===== src/design/pwr_seq_pkg.sv =====
// Behaviour
// A rising supply through the detection band produces one internal power-on pulse.
// A falling supply never produces an internal reset.
// After the power-on pulse the power-up timer runs a fixed 72 ms on its own slow tick.
// The core stays in reset for as long as the power-up timer runs.
// The power_up_timer_enable bit decides whether the power-up delay is applied.
// After the power-up delay the start-up timer counts 1024 oscillator input cycles.
// The start-up count runs only in the three crystal modes and only on power-on or wake-up.
// Power-up runs the power-up timer first and then the start-up timer.
// Crystal modes wait delay plus 1024 cycles, or 1024 alone; RC mode waits the delay or none.
// Time-outs run from the power-on pulse regardless of master clear; release then runs at once.
// After power-on both timeout_flag and powerdown_flag read 1.
// Watchdog reset in run gives timeout 0, powerdown 1; watchdog wake-up gives both 0.
// Master clear in normal operation leaves both flags at 1.
// Master clear in sleep or an interrupt wake-up gives timeout 1 and powerdown 0.
// The powerdown_flag is set on power-up and cleared by the sleep instruction.
// The timeout_flag is cleared whenever the watchdog times out; the code ignores a time-out outside run and sleep.
// Core reset is held during the power-on pulse, master clear low, or either timer running; the code skips the hold on a watchdog or interrupt wake.
package pwr_seq_pkg;
  localparam int CLK_PERIOD_NS = 20;
  localparam int RC_TICK_NS = 1000;
  localparam int RC_TICK_CYCLES = (RC_TICK_NS + CLK_PERIOD_NS - 1) / CLK_PERIOD_NS;
  localparam int POWER_UP_DELAY_MS = 72;
  localparam int POWER_UP_DELAY_TICKS = (POWER_UP_DELAY_MS * 1_000_000) / RC_TICK_NS;
  localparam int OSC_STARTUP_CYCLES = 1024;

  localparam int ADR_W = 8;
  localparam logic [ADR_W-1:0] CTRL_OFS = 8'h00;
  localparam logic [ADR_W-1:0] STAT_OFS = 8'h04;
  localparam logic [ADR_W-1:0] IRQ_STAT_OFS = 8'h08;
  localparam logic [ADR_W-1:0] IRQ_MASK_OFS = 8'h0c;

  localparam int PIN_SUPPLY = 0;
  localparam int PIN_MASTER_CLEAR_N = 1;
  localparam int PIN_OSC = 2;
  localparam int PIN_N = 3;

  localparam int EV_POR = 0;
  localparam int EV_WDT_RESET = 1;
  localparam int EV_MASTER_CLEAR_N = 2;
  localparam int EV_WAKE = 3;
  localparam int EV_RELEASE = 4;
  localparam int EV_W = 5;

  localparam int CTRL_W = 3;
  localparam int STAT_W = 4;

  typedef enum logic [1:0] {
    OSC_LOW_POWER_CRYSTAL = 2'h0,
    OSC_CRYSTAL_STD = 2'h1,
    OSC_HIGH_SPEED_CRYSTAL = 2'h2,
    OSC_RESISTOR_CAP = 2'h3
  } osc_mode_t;

  // Bit 0 enables the power-up timer, bits 2:1 select the oscillator mode
  typedef struct packed {
    osc_mode_t mode;
    logic put_en;
  } ctrl_t;

  localparam ctrl_t CTRL_RESET = '{mode: OSC_CRYSTAL_STD, put_en: 1'b1};

  typedef struct packed {
    logic powerdown;
    logic timeout;
  } flags_t;

  localparam flags_t FLAGS_POR = '{powerdown: 1'b1, timeout: 1'b1};
endpackage : pwr_seq_pkg


===== src/design/power_up_reset_sequencer.sv =====
`timescale 1ns/1ps
module power_up_reset_sequencer #(
  parameter int PUT_TICKS = pwr_seq_pkg::POWER_UP_DELAY_TICKS,
  parameter int OST_CYCLES = pwr_seq_pkg::OSC_STARTUP_CYCLES,
  parameter int CNT_W = 17
) (
  input wire logic sys_clk, // 50 MHz system clock
  input wire logic rst_b, // Asynchronous reset, active low
  input wire logic supply_detect, // Supply comparator, high above the detection band
  input wire logic master_clear_n, // Master clear pin, active low
  input wire logic osc_input_pin, // Oscillator input pin
  input wire logic wdt_timeout, // Watchdog time-out pulse
  input wire logic sleep_exec, // Sleep instruction executed pulse
  input wire logic irq_wake, // Interrupt wake-up pulse
  input wire logic wb_cyc_i, // Wishbone cycle
  input wire logic wb_stb_i, // Wishbone strobe
  input wire logic wb_we_i, // Wishbone write enable
  input wire logic [3:0] wb_sel_i, // Wishbone byte selects
  input wire logic [pwr_seq_pkg::ADR_W-1:0] wb_adr_i, // Wishbone byte address
  input wire logic [31:0] wb_dat_i, // Wishbone write data
  output logic [31:0] wb_dat_o, // Wishbone read data
  output logic wb_ack_o, // Wishbone acknowledge
  output logic irq_o, // Level interrupt
  output logic core_reset_n, // Core reset, active low
  output logic core_run, // Core clocked and out of reset
  output pwr_seq_pkg::flags_t status_flags // Reset cause flags
);
  import pwr_seq_pkg::*;

  localparam int DIV_W = $clog2(RC_TICK_CYCLES);

  typedef enum logic [2:0] {ST_OFF, ST_PUT, ST_OST, ST_RUN, ST_SLEEP} state_t;

  // Reset release
  logic [1:0] rst_pipe_reg;
  logic rst_n;

  always_ff @(posedge sys_clk or negedge rst_b) begin
    if (!rst_b) begin
      rst_pipe_reg <= 2'b00;
    end else begin
      rst_pipe_reg <= {rst_pipe_reg[0], 1'b1};
    end
  end
  assign rst_n = rst_pipe_reg[1];

  // Pin synchronisers: a level is accepted once stages two and three agree
  wire logic [PIN_N-1:0] pins;
  wire logic [PIN_N-1:0] lvl;
  assign pins = {osc_input_pin, master_clear_n, supply_detect};

  genvar gi;
  generate
    for (gi = 0; gi < PIN_N; gi++) begin : g_sync
      logic [2:0] s_reg;
      logic lvl_reg;
      logic lvl_next;
      always_comb begin
        lvl_next = (s_reg[1] == s_reg[2]) ? s_reg[2] : lvl_reg;
      end
      always_ff @(posedge sys_clk or negedge rst_n) begin
        if (!rst_n) begin
          s_reg <= 3'h0;
          lvl_reg <= 1'b0;
        end else begin
          s_reg <= {s_reg[1:0], pins[gi]};
          lvl_reg <= lvl_next;
        end
      end
      assign lvl[gi] = lvl_reg;
    end
  endgenerate

  logic [PIN_N-1:0] lvl_d_reg;
  logic supply_rise;
  logic master_clear_n_fall;
  logic osc_rise;

  always_ff @(posedge sys_clk or negedge rst_n) begin
    if (!rst_n) begin
      lvl_d_reg <= '0;
    end else begin
      lvl_d_reg <= lvl;
    end
  end

  // Only the rising edge of the supply detector is looked at
  assign supply_rise = lvl[PIN_SUPPLY] & ~lvl_d_reg[PIN_SUPPLY];
  assign master_clear_n_fall = ~lvl[PIN_MASTER_CLEAR_N] & lvl_d_reg[PIN_MASTER_CLEAR_N];
  assign osc_rise = lvl[PIN_OSC] & ~lvl_d_reg[PIN_OSC];

  // Slow tick standing in for the power-up timer's own RC oscillator
  logic [DIV_W-1:0] div_reg;
  logic [DIV_W-1:0] div_next;
  logic tick_reg;
  logic tick_next;

  always_comb begin
    tick_next = (div_reg == DIV_W'(RC_TICK_CYCLES - 1));
    div_next = tick_next ? '0 : div_reg + 1'b1;
  end

  always_ff @(posedge sys_clk or negedge rst_n) begin
    if (!rst_n) begin
      div_reg <= '0;
      tick_reg <= 1'b0;
    end else begin
      div_reg <= div_next;
      tick_reg <= tick_next;
    end
  end

  // Sequencer
  ctrl_t ctrl_reg;
  state_t state_reg;
  state_t state_next;
  logic [CNT_W-1:0] cnt_reg;
  logic [CNT_W-1:0] cnt_next;
  flags_t flags_reg;
  flags_t flags_next;
  logic seq_reset_reg;
  logic seq_reset_next;
  logic [EV_W-1:0] ev;
  logic crystal;
  logic wdt_reset;
  state_t wake_target;

  always_comb begin
    crystal = (ctrl_reg.mode != OSC_RESISTOR_CAP);
    wake_target = crystal ? ST_OST : ST_RUN;
    state_next = state_reg;
    cnt_next = cnt_reg;
    flags_next = flags_reg;
    seq_reset_next = seq_reset_reg;
    ev = '0;
    wdt_reset = 1'b0;
    case (state_reg)
      ST_OFF: begin
        state_next = ST_OFF;
      end
      ST_PUT: begin
        if (tick_reg) begin
          if (cnt_reg == CNT_W'(PUT_TICKS - 1)) begin
            cnt_next = '0;
            state_next = wake_target;
          end else begin
            cnt_next = cnt_reg + 1'b1;
          end
        end
      end
      ST_OST: begin
        if (osc_rise) begin
          if (cnt_reg == CNT_W'(OST_CYCLES - 1)) begin
            cnt_next = '0;
            state_next = ST_RUN;
          end else begin
            cnt_next = cnt_reg + 1'b1;
          end
        end
      end
      ST_RUN: begin
        if (master_clear_n_fall) begin
          flags_next = FLAGS_POR;
          ev[EV_MASTER_CLEAR_N] = 1'b1;
        end else if (wdt_timeout) begin
          flags_next.timeout = 1'b0;
          flags_next.powerdown = 1'b1;
          wdt_reset = 1'b1;
          ev[EV_WDT_RESET] = 1'b1;
        end else if (sleep_exec) begin
          flags_next.powerdown = 1'b0;
          flags_next.timeout = 1'b1;
          state_next = ST_SLEEP;
        end
      end
      ST_SLEEP: begin
        cnt_next = '0;
        if (master_clear_n_fall) begin
          flags_next.timeout = 1'b1;
          flags_next.powerdown = 1'b0;
          seq_reset_next = 1'b1;
          state_next = wake_target;
          ev[EV_MASTER_CLEAR_N] = 1'b1;
        end else if (wdt_timeout) begin
          flags_next.timeout = 1'b0;
          flags_next.powerdown = 1'b0;
          seq_reset_next = 1'b0;
          state_next = wake_target;
          ev[EV_WAKE] = 1'b1;
        end else if (irq_wake) begin
          flags_next.timeout = 1'b1;
          flags_next.powerdown = 1'b0;
          seq_reset_next = 1'b0;
          state_next = wake_target;
          ev[EV_WAKE] = 1'b1;
        end
      end
      default: begin
        state_next = ST_OFF;
      end
    endcase
    // Power-on overrides everything, whatever state the supply dip left behind
    if (supply_rise) begin
      flags_next = FLAGS_POR;
      seq_reset_next = 1'b1;
      cnt_next = '0;
      ev = '0;
      ev[EV_POR] = 1'b1;
      wdt_reset = 1'b0;
      if (ctrl_reg.put_en) begin
        state_next = ST_PUT;
      end else begin
        state_next = wake_target;
      end
    end
    if (state_next == ST_RUN && state_reg != ST_RUN) begin
      ev[EV_RELEASE] = 1'b1;
      seq_reset_next = 1'b0;
    end
  end

  // Core reset follows the next state so it lines up with the state register
  logic core_reset_n_next;
  logic core_run_next;
  logic timer_hold;

  always_comb begin
    timer_hold = seq_reset_next & (state_next == ST_PUT || state_next == ST_OST);
    // Master clear only adds to the hold; it restarts no timer, save the start-up count when it ends sleep in a crystal mode
    core_reset_n_next = ~(supply_rise | ~lvl[PIN_MASTER_CLEAR_N] | timer_hold | wdt_reset
                          | (state_next == ST_OFF));
    core_run_next = core_reset_n_next & (state_next == ST_RUN);
  end

  always_ff @(posedge sys_clk or negedge rst_n) begin
    if (!rst_n) begin
      state_reg <= ST_OFF;
      cnt_reg <= '0;
      flags_reg <= FLAGS_POR;
      seq_reset_reg <= 1'b1;
      core_reset_n <= 1'b0;
      core_run <= 1'b0;
      status_flags <= FLAGS_POR;
    end else begin
      state_reg <= state_next;
      cnt_reg <= cnt_next;
      flags_reg <= flags_next;
      seq_reset_reg <= seq_reset_next;
      core_reset_n <= core_reset_n_next;
      core_run <= core_run_next;
      status_flags <= flags_next;
    end
  end

  // Wishbone slave, one wait state, unmapped reads return zero
  logic ack_next;
  logic [31:0] dat_next;
  ctrl_t ctrl_next;
  logic [EV_W-1:0] ist_reg;
  logic [EV_W-1:0] ist_next;
  logic [EV_W-1:0] mask_reg;
  logic [EV_W-1:0] mask_next;
  logic irq_next;
  logic hit;
  logic wr;
  logic [STAT_W-1:0] stat_view;

  always_comb begin
    hit = wb_cyc_i & wb_stb_i & ~wb_ack_o;
    wr = hit & wb_we_i & wb_sel_i[0];
    ack_next = hit;
    ctrl_next = ctrl_reg;
    mask_next = mask_reg;
    ist_next = ist_reg;
    dat_next = wb_dat_o;
    stat_view = {state_reg == ST_SLEEP, ~core_reset_n, flags_reg};
    if (wr && wb_adr_i == CTRL_OFS) begin
      ctrl_next = ctrl_t'(wb_dat_i[CTRL_W-1:0]);
    end
    if (wr && wb_adr_i == IRQ_MASK_OFS) begin
      mask_next = wb_dat_i[EV_W-1:0];
    end
    if (wr && wb_adr_i == IRQ_STAT_OFS) begin
      ist_next = ist_reg & ~wb_dat_i[EV_W-1:0];
    end
    // A new event wins over a clear in the same cycle
    ist_next = ist_next | ev;
    if (hit) begin
      case (wb_adr_i)
        CTRL_OFS: dat_next = 32'(ctrl_reg);
        STAT_OFS: dat_next = 32'(stat_view);
        IRQ_STAT_OFS: dat_next = 32'(ist_reg);
        IRQ_MASK_OFS: dat_next = 32'(mask_reg);
        default: dat_next = 32'h0000_0000;
      endcase
    end
    irq_next = |(ist_next & mask_next);
  end

  always_ff @(posedge sys_clk or negedge rst_n) begin
    if (!rst_n) begin
      ctrl_reg <= CTRL_RESET;
      mask_reg <= '0;
      ist_reg <= '0;
      wb_ack_o <= 1'b0;
      wb_dat_o <= 32'h0000_0000;
      irq_o <= 1'b0;
    end else begin
      ctrl_reg <= ctrl_next;
      mask_reg <= mask_next;
      ist_reg <= ist_next;
      wb_ack_o <= ack_next;
      wb_dat_o <= dat_next;
      irq_o <= irq_next;
    end
  end

  // Helper counters for the checks below
  logic [CNT_W:0] put_seen_reg;
  logic [CNT_W:0] ost_seen_reg;

  always_ff @(posedge sys_clk or negedge rst_n) begin
    if (!rst_n) begin
      put_seen_reg <= '0;
      ost_seen_reg <= '0;
    end else begin
      put_seen_reg <= (state_reg != ST_PUT) ? '0 : put_seen_reg + (CNT_W + 1)'(tick_reg);
      ost_seen_reg <= (state_reg != ST_OST) ? '0 : ost_seen_reg + (CNT_W + 1)'(osc_rise);
    end
  end
endmodule : power_up_reset_sequencer


===== config.mk =====
export PLATFORM = sky130hd
export DESIGN_NAME = power_up_reset_sequencer
export DESIGN_NICKNAME = d
export VERILOG_FILES = /design/src/design/pwr_seq_pkg.sv /design/src/design/power_up_reset_sequencer.sv
export SDC_FILE = /design/constraint.sdc
export NUM_CORES = 1
export LEC_CHECK = 0
export ABC_CLOCK_PERIOD_IN_PS = 2250
export BUFFER_PORTS_ARGS = -buffer_cell sky130_fd_sc_hd__buf_2
export CAP_MARGIN = 5
export CORE_ASPECT_RATIO = 1.25
export CORE_UTILIZATION = 48
export CTS_CLUSTER_SIZE = 24
export DETAILED_ROUTE_END_ITERATION = 10
export GPL_TIMING_DRIVEN = 0
export PLACE_DENSITY = 0.77
export SLEW_MARGIN = 15
export SYNTH_ARGS = -nofsm -noshare
export SYNTH_HDL_FRONTEND = slang
export SYNTH_SLANG_ARGS = --single-unit

===== constraint.sdc =====
create_clock -name sys_clk -period 2.25 [get_ports sys_clk]
set_clock_uncertainty 0.1 [all_clocks]
set_input_delay 0.225 -clock sys_clk [delete_from_list [all_inputs] [get_ports sys_clk]]
set_output_delay 0.225 -clock sys_clk [all_outputs]
set_load 0.01 [all_outputs]

==> flow_metrics.env, run 1 <==
export IMPL_cts_root_buf="clkbuf_8"
export IMPL_crit_slowest_cell="dfrtp_1"
export IMPL_core_area_mm2=0.00702
export IMPL_irDropWorstVdd_v=0.000494
export IMPL_worst_pin_slew_ps=554
export IMPL_ctsLongestPathBuffers=2
export IMPL_finalNonFillerCells=509
export IMPL_ff2ff_path_depth=8
export IMPL_worstHoldStart="wb_dat_i[3]"
export IMPL_crit_end="irq_o"
export IMPL_hpwl_um=5130
export IMPL_start_util_pct=50.2
export IMPL_maxSlewHeadroom_pct=63.0
export IMPL_largest_reg_flops=17
export IMPL_crit_chain="ha_2 -> and3_4 -> buf_8 -> nand4_4 -> o31ai_4 -> a32oi_4 -> a32o_2 -> a2111o_1"
export IMPL_timing_critical_path_depth=8
export IMPL_grt_max_degree=41
export IMPL_drt_iter0_drc=122
export IMPL_avgRoutedWirePerCell_um=14.1
export IMPL_globalRouteOverflowTotal=0
export IMPL_use_met2_pct=34.8
export IMPL_antenna_cells=0
export IMPL_cp_end_kind="flip-flop"
export IMPL_p_total_mw=3.29
export IMPL_synth_fa_ha_area_share_pct=1.92
export IMPL_dr_pass1_iters=4
export IMPL_leakage_nw=2.03
export IMPL_synth_area_per_cell_um2=10.7
export IMPL_synth_edf_count=0
export IMPL_startpoint="cnt_reg[0]"
export IMPL_fin_crit_ps=2290
export IMPL_syn_area_mm2=0.00353
export IMPL_worstReg2RegStart="cnt_reg[0]"
export IMPL_antenna_found_initial=0
export IMPL_cts_made_buffers=9
export IMPL_grt_use_met1_pct=21.8
export IMPL_grt_pass1_vias=2605
export IMPL_synth_xor_area_share_pct=2.73
export IMPL_fmax_ghz=0.437
export IMPL_setup_ws_ps=-36.3
export IMPL_ff2ff_setup_slack_ps=-40
export IMPL_yosysWarnings=0
export IMPL_synthSimpleGateAreaFrac_pct=19.8
export IMPL_setup_violations=2
export IMPL_dp_cells=479
export IMPL_r2r_end="irq_o"
export IMPL_synth_cell_types=62
export IMPL_die_area_mm2=0.00769
export IMPL_drv_cap=0
export IMPL_start_kind="flip-flop"
export IMPL_wl_um=7180
export IMPL_clkLatencyLatePin_ps=360
export IMPL_grt_usage_pct=19.9
export IMPL_fin_util_pct=62.0
export IMPL_die_w_um=78.7
export IMPL_ys_async_sr_fraction_pct=100
export IMPL_ys_flop_type="dfrtp_1"
export IMPL_synth_seq_cells=69
export IMPL_hold_viol_final=0
export IMPL_cp_max_fo=7
export IMPL_rows=34
export IMPL_crit_type="reg2reg"
export IMPL_synth_top_family_by_area="simple AND/OR/NAND/NOR gates"
export IMPL_status="complete, but fails checks"
export IMPL_netlist_top_cells_area="dfrtp_1 (45%), buf_4 (5.7%), dfstp_2 (3.7%)"
export IMPL_cp_data_required_time_ps=2390
export IMPL_muxShareOfSynthArea_pct=6.56
export IMPL_final_nets=472
export IMPL_grt_pass1_wl_um=11700
export IMPL_ant_nets=0
export IMPL_cts_sinks=69
export IMPL_io_buffers=33
export IMPL_synth_top_area_share_pct=45.4
export IMPL_cp_top_family="compound AO/OA/AOI/OAI gates"
export IMPL_finalCritPeriodShare_pct=102
export IMPL_finalMaxSlewViolations=0
export IMPL_syn_inst=329
export IMPL_use_met3_pct=4.95
export IMPL_cts_clk_slew_worst_paths_ps=80
export IMPL_synth_compound_area_share_pct=11.0
export IMPL_hold_class="in2reg"
export IMPL_via_per_inst=5.25
export IMPL_violations="negative setup slack"
export IMPL_yosysSeqAreaShare_pct=49.1
export IMPL_top_usage_layer="met2"
export IMPL_drive_gt1_share_pct=33.9
export IMPL_slowest_delay_ps=360
export IMPL_synthToLayoutAreaGrowth_pct=23.4
export IMPL_cts_tree="yes"
export IMPL_io_pins=93
export IMPL_tns_ps=-53.4
export IMPL_worst_path_buf_inv=1
export IMPL_die_height_um=97.8
export IMPL_cp_data_arrival_time_ps=2420
export IMPL_synth_top_area_cell="dfrtp_1"
export IMPL_htree_levels=3
export IMPL_drcViolationCount=0
export IMPL_power_density_mw_per_mm2=756
export IMPL_dr_total_vias=2672
export IMPL_rsz0062_at_grt="yes"
export IMPL_gp_congestion=0.845
[placed cells by master, fill, tap and decap left out, types with 3 or more instances in the layout]
cell / Yosys / layout
and4_1: 3 / 3
nand4_1: 10 / 10
nor2b_1: 3 / 3
conb_1: 2 / 28
mux2_2: 11 / 11
buf_2: 1 / 33
mux4_2: 3 / 3
xnor2_1: 3 / 3
o21ai_0: 8 / 7
nand2b_1: 4 / 3
xor2_1: 8 / 8
inv_1: 7 / 7
dfstp_2: 5 / 5
buf_4: 27 / 37
a22o_1: 6 / 6
nand2_1: 27 / 26
dfrtp_1: 64 / 62
maj3_1: 3 / 3
mux2i_1: 4 / 4
nor3_1: 4 / 3
a31oi_1: 4 / 4
and3_1: 6 / 5
clkbuf_8: 3 / 12
dlygate4sd3_1: 0 / 4
a21oi_1: 14 / 13
nand3_1: 16 / 15
nor2_1: 27 / 26
clkbuf_1: 3 / 4
or3_1: 4 / 4
nand3b_1: 6 / 6
[how the worst min path moves through the flow]
| stage | endpoint | cells after the start | slack (ps) |
|---|---|---|---|
| 6_report | mask_reg[3] | 2 | 40 |
| 5_1_grt | mask_reg[4] | 2 | 40 |
| 4_1_cts | mask_reg[3] | 2 | 30 |
| 3_5_place_dp | rst_pipe_reg[0] | 1 | -90 |
| 3_3_place_gp | rst_pipe_reg[0] | 1 | -90 |
| 2_1_floorplan | rst_pipe_reg[0] | 0 | -170 |
[power by group]
group          internal, mW  leakage (nW)  total (mW)  switching (mW)
Clock                 0.544        0.0959        1.02           0.476
Sequential             1.37         0.873        1.46          0.0836
Combinational         0.397          1.06       0.812           0.415
Total                  2.31          2.03        3.29           0.975
[metrics by stage]
step	worst slack [ps]	hold slack, ps	instance area, um2
2_1_floorplan	45.4	-171	3630
3_3_place_gp	-588	-89.8	3900
3_5_place_dp	-361	-87.3	3930
4_1_cts	-115	26.4	4290
5_1_grt	-109	36.7	4350
6_report	-36.3	39.5	4350
[timing repair]
| action | 4_1_cts | 5_1_grt |
|---|---|---|
| endpoints found under the hold margin | 5 | 0 |
| buffers inserted | 7 | 4 |
| endpoints found under the setup margin | 20 | 20 |
| hold buffers | 4 | 0 |
| pin swaps | 6 | 6 |
| resized for setup | 11 | 10 |
| gates cloned | 0 | 0 |
[synthesized netlist by cell type, drive strengths merged (5+ instances only)]
| master | count |
|---|---|
| nand3 | 16 |
| o21ai | 8 |
| mux2 | 11 |
| nand4 | 11 |
| dfstp | 5 |
| buf | 28 |
| xor2 | 8 |
| nand2 | 27 |
| or3 | 5 |
| a21oi | 15 |
| inv | 7 |
| and3 | 7 |
| nand3b | 6 |
| dfrtp | 64 |
| nor2 | 27 |
| clkbuf | 9 |
| a22o | 7 |
[per-layer routing]
metal  share of wire (%)  routed length, um
met5                   0                  0
met2                  52               3760
met4                 1.7                125
met3                 5.0                362
met1                  41               2930
[final cells by class]
type	instances	area, um2
timing repair buffer	49	320
clock buffer	11	141
multi-input combinational	242	1670
fill	574	2670
buffer	36	284
clock inverter	5	58.8
sequential	69	1740
tap	90	113
inverter	7	26.3
[logic make-up after synthesis]
| group | count (synthesis) |
|---|---|
| flops | 69 |
| fa+ha+maj | 6 |
| simple gates | 127 |
| buf+inv | 44 |
| xor+xnor | 11 |
| mux | 18 |
| other cells | 2 |
| compound gates | 52 |
Power figures use the tool's default switching activity.
==> run 2: changes to the inputs <==
--- a/config.mk
+++ b/config.mk
@@ -5,7 +5,7 @@
 export SDC_FILE = /design/constraint.sdc
 export NUM_CORES = 1
 export LEC_CHECK = 0
-export ABC_CLOCK_PERIOD_IN_PS = 2250
+export ABC_CLOCK_PERIOD_IN_PS = 2170
 export BUFFER_PORTS_ARGS = -buffer_cell sky130_fd_sc_hd__buf_2
 export CAP_MARGIN = 5
 export CORE_ASPECT_RATIO = 1.25
@@ -13,7 +13,7 @@
 export CTS_CLUSTER_SIZE = 24
 export DETAILED_ROUTE_END_ITERATION = 10
 export GPL_TIMING_DRIVEN = 0
-export PLACE_DENSITY = 0.77
+export PLACE_DENSITY = 0.74
 export SLEW_MARGIN = 15
 export SYNTH_ARGS = -nofsm -noshare
 export SYNTH_HDL_FRONTEND = slang
==> constraint.sdc (replaced) <==
create_clock -name sys_clk -period 2.17 [get_ports sys_clk]
set_clock_uncertainty 0.1 [all_clocks]
set_input_delay 0.217 -clock sys_clk [delete_from_list [all_inputs] [get_ports sys_clk]]
set_output_delay 0.217 -clock sys_clk [all_outputs]
set_load 0.01 [all_outputs]
==> flow_metrics.env, run 2 (same netlist as run 1, synthesis figures left out) <==
export IMPL_status="complete, but fails checks"
export IMPL_violations="negative setup slack"
export IMPL_rsz0062_at_grt="yes"
export IMPL_drt_iter0_drc=206
export IMPL_leakage_nw=2.10
export IMPL_cts_tree="yes"
export IMPL_p_total_mw=3.51
export IMPL_wl_um=7680
export IMPL_finalCritPeriodShare_pct=106
export IMPL_grt_usage_pct=21.0
export IMPL_cp_top_family="compound AO/OA/AOI/OAI gates"
export IMPL_power_switching_mw=1.02
export IMPL_swShare_pct=29.0
export IMPL_dr_total_vias=2776
export IMPL_startpoint="cnt_reg[15]"
export IMPL_layout_commonest_cell="dfrtp_1"
export IMPL_grt_pass1_wl_um=12600
export IMPL_die_w_um=78.7
export IMPL_grt_max_degree=57
export IMPL_hold_viol_final=0
export IMPL_antenna_cells=0
export IMPL_grt_pass1_vias=2726
export IMPL_antenna_found_initial=0
export IMPL_maxSlewHeadroom_pct=58.1
export IMPL_irDropWorstVdd_v=0.000493
export IMPL_setup_violations=3
export IMPL_ff2ff_path_depth=6
export IMPL_synthToLayoutAreaGrowth_pct=26.8
export IMPL_ff2ff_setup_slack_ps=-120
export IMPL_crit_chain="nor4_4 -> nand4_4 -> o31ai_4 -> a32oi_2 -> a32o_2 -> a2111o_1"
export IMPL_setup_ws_ps=-123
export IMPL_crit_slowest_cell="dfrtp_1"
export IMPL_drv_cap=0
export IMPL_gp_congestion=0.815
export IMPL_final_nets=481
export IMPL_fmax_ghz=0.436
export IMPL_seq_power_share_pct=42.8
export IMPL_cts_clk_slew_worst_paths_ps=80
export IMPL_cts_made_buffers=9
export IMPL_crit_type="reg2reg"
export IMPL_n_fill_cell=568
export IMPL_cts_sinks=69
export IMPL_via_per_inst=5.36
export IMPL_start_kind="flip-flop"
export IMPL_slowest_delay_ps=420
export IMPL_hpwl_um=5270
export IMPL_ant_nets=0
export IMPL_cp_max_fo=4
export IMPL_rows=34
export IMPL_fin_crit_ps=2290
export IMPL_hold_path_depth=2
export IMPL_r2r_end="irq_o"
export IMPL_drcViolationCount=0
export IMPL_p_comb_share_pct=24.9
export IMPL_worst_path_buf_inv=0
export IMPL_start_util_pct=50.2
export IMPL_largest_reg_flops=17
export IMPL_drive_gt1_share_pct=36.0
export IMPL_globalRouteOverflowTotal=0
export IMPL_io_pins=93
export IMPL_fin_util_pct=63.7
export IMPL_clkPwrFrac_pct=32.3
export IMPL_power_density_mw_per_mm2=786
export IMPL_htree_levels=3
export IMPL_cp_end_kind="flip-flop"
export IMPL_core_area_mm2=0.00702
export IMPL_cp_data_required_time_ps=2310
export IMPL_worstReg2RegStart="cnt_reg[15]"
export IMPL_cp_data_arrival_time_ps=2430
export IMPL_layout_common_cells="dfrtp_1 (62), buf_4 (45), buf_2 (33), conb_1 (28)"
export IMPL_io_buffers=33
export IMPL_die_area_mm2=0.00769
export IMPL_worst_pin_slew_ps=626
export IMPL_dr_pass1_iters=4
export IMPL_ctsLongestPathBuffers=2
export IMPL_avgRoutedWirePerCell_um=14.8
export IMPL_die_height_um=97.8
export IMPL_finalMaxSlewViolations=0
export IMPL_clkLatencyLatePin_ps=350
export IMPL_hold_class="in2reg"
export IMPL_p_int_mw=2.49
export IMPL_timing_critical_path_depth=6
export IMPL_crit_end="irq_o"
export IMPL_cts_root_buf="clkbuf_8"
-- run 2: changes by cell type in the layout (fill, tap and decap cells not counted), sizes merged --
cell      previous run  this run
bufinv               1         2
clkbuf              18        16
buf                 74        83
or2                  2         3
clkinv               1         4
clkinvlp             2         0
inv                  8         7
-- run 2: cell type report --
| type | count | area [um2] | area share, % |
|---|---|---|---|
| plain buffers | 36 | 292 | 6.52 |
| clock buffers | 10 | 128 | 2.86 |
| clock inverters | 6 | 87.6 | 1.96 |
| inverters | 7 | 26.3 | 0.588 |
| multi-input cells | 243 | 1700 | 38.0 |
| flip-flops and latches | 69 | 1740 | 38.9 |
| well taps | 90 | 113 | 2.52 |
| repair buffers | 57 | 388 | 8.68 |
-- run 2: worst min-delay path by stage --
stage | slack (ps) | from | endpoint
5_1_grt | 30 | wb_dat_i[1] | ctrl_reg[1]
4_1_cts | 30 | wb_dat_i[1] | ctrl_reg[1]
3_3_place_gp | -100 | rst_b | rst_pipe_reg[0]
6_report | 40 | wb_dat_i[1] | ctrl_reg[1]
3_5_place_dp | -100 | rst_b | rst_pipe_reg[0]
2_1_floorplan | -180 | rst_b | rst_pipe_reg[0]
-- run 2: power by group through the flow --
stage / clock network, mW / registers (mW) / logic (mW)
after floorplan: 0 / 1.53 / 0.501
after global placement: 0 / 1.55 / 0.647
after detailed placement: 0 / 1.54 / 0.692
after CTS: 1.15 / 1.50 / 0.828
after global routing: 1.21 / 1.52 / 0.954
final: 1.14 / 1.50 / 0.875
-- run 2: stage by stage --
stage	instances	hold slack [ps]	TNS, ps	cell area, um2	worst slack [ps]
after global routing	518	34.5	-1030	4470	-236
after detailed placement	479	-95.9	-3900	3970	-449
after global placement	478	-97.9	-45850	3940	-697
after floorplan	355	-179	-8.23	3660	-8.23
final	518	39.1	-327	4470	-123
after CTS	514	27.9	-273	4410	-91.3
-- run 2: metal layers --
layer | vias up | part of all wire (%) | global-route usage (%)
li1 | 1312 | - | -
met1 | 1328 | 39 | 24.9
met2 | 113 | 52 | 36.3
met3 | 23 | 6.3 | 4.58
met4 | 0 | 2.7 | 8.97
met5 | - | 0 | 0
-- run 2: what timing repair did --
action | 4_1_cts | 5_1_grt
buffers inserted | 16 | 4
hold endpoints to repair | 5 | 0
setup endpoints to repair | 25 | 26
pin swaps | 12 | 9
hold buffers | 4 | 0
resized for setup | 14 | 8
cloned | 0 | 1
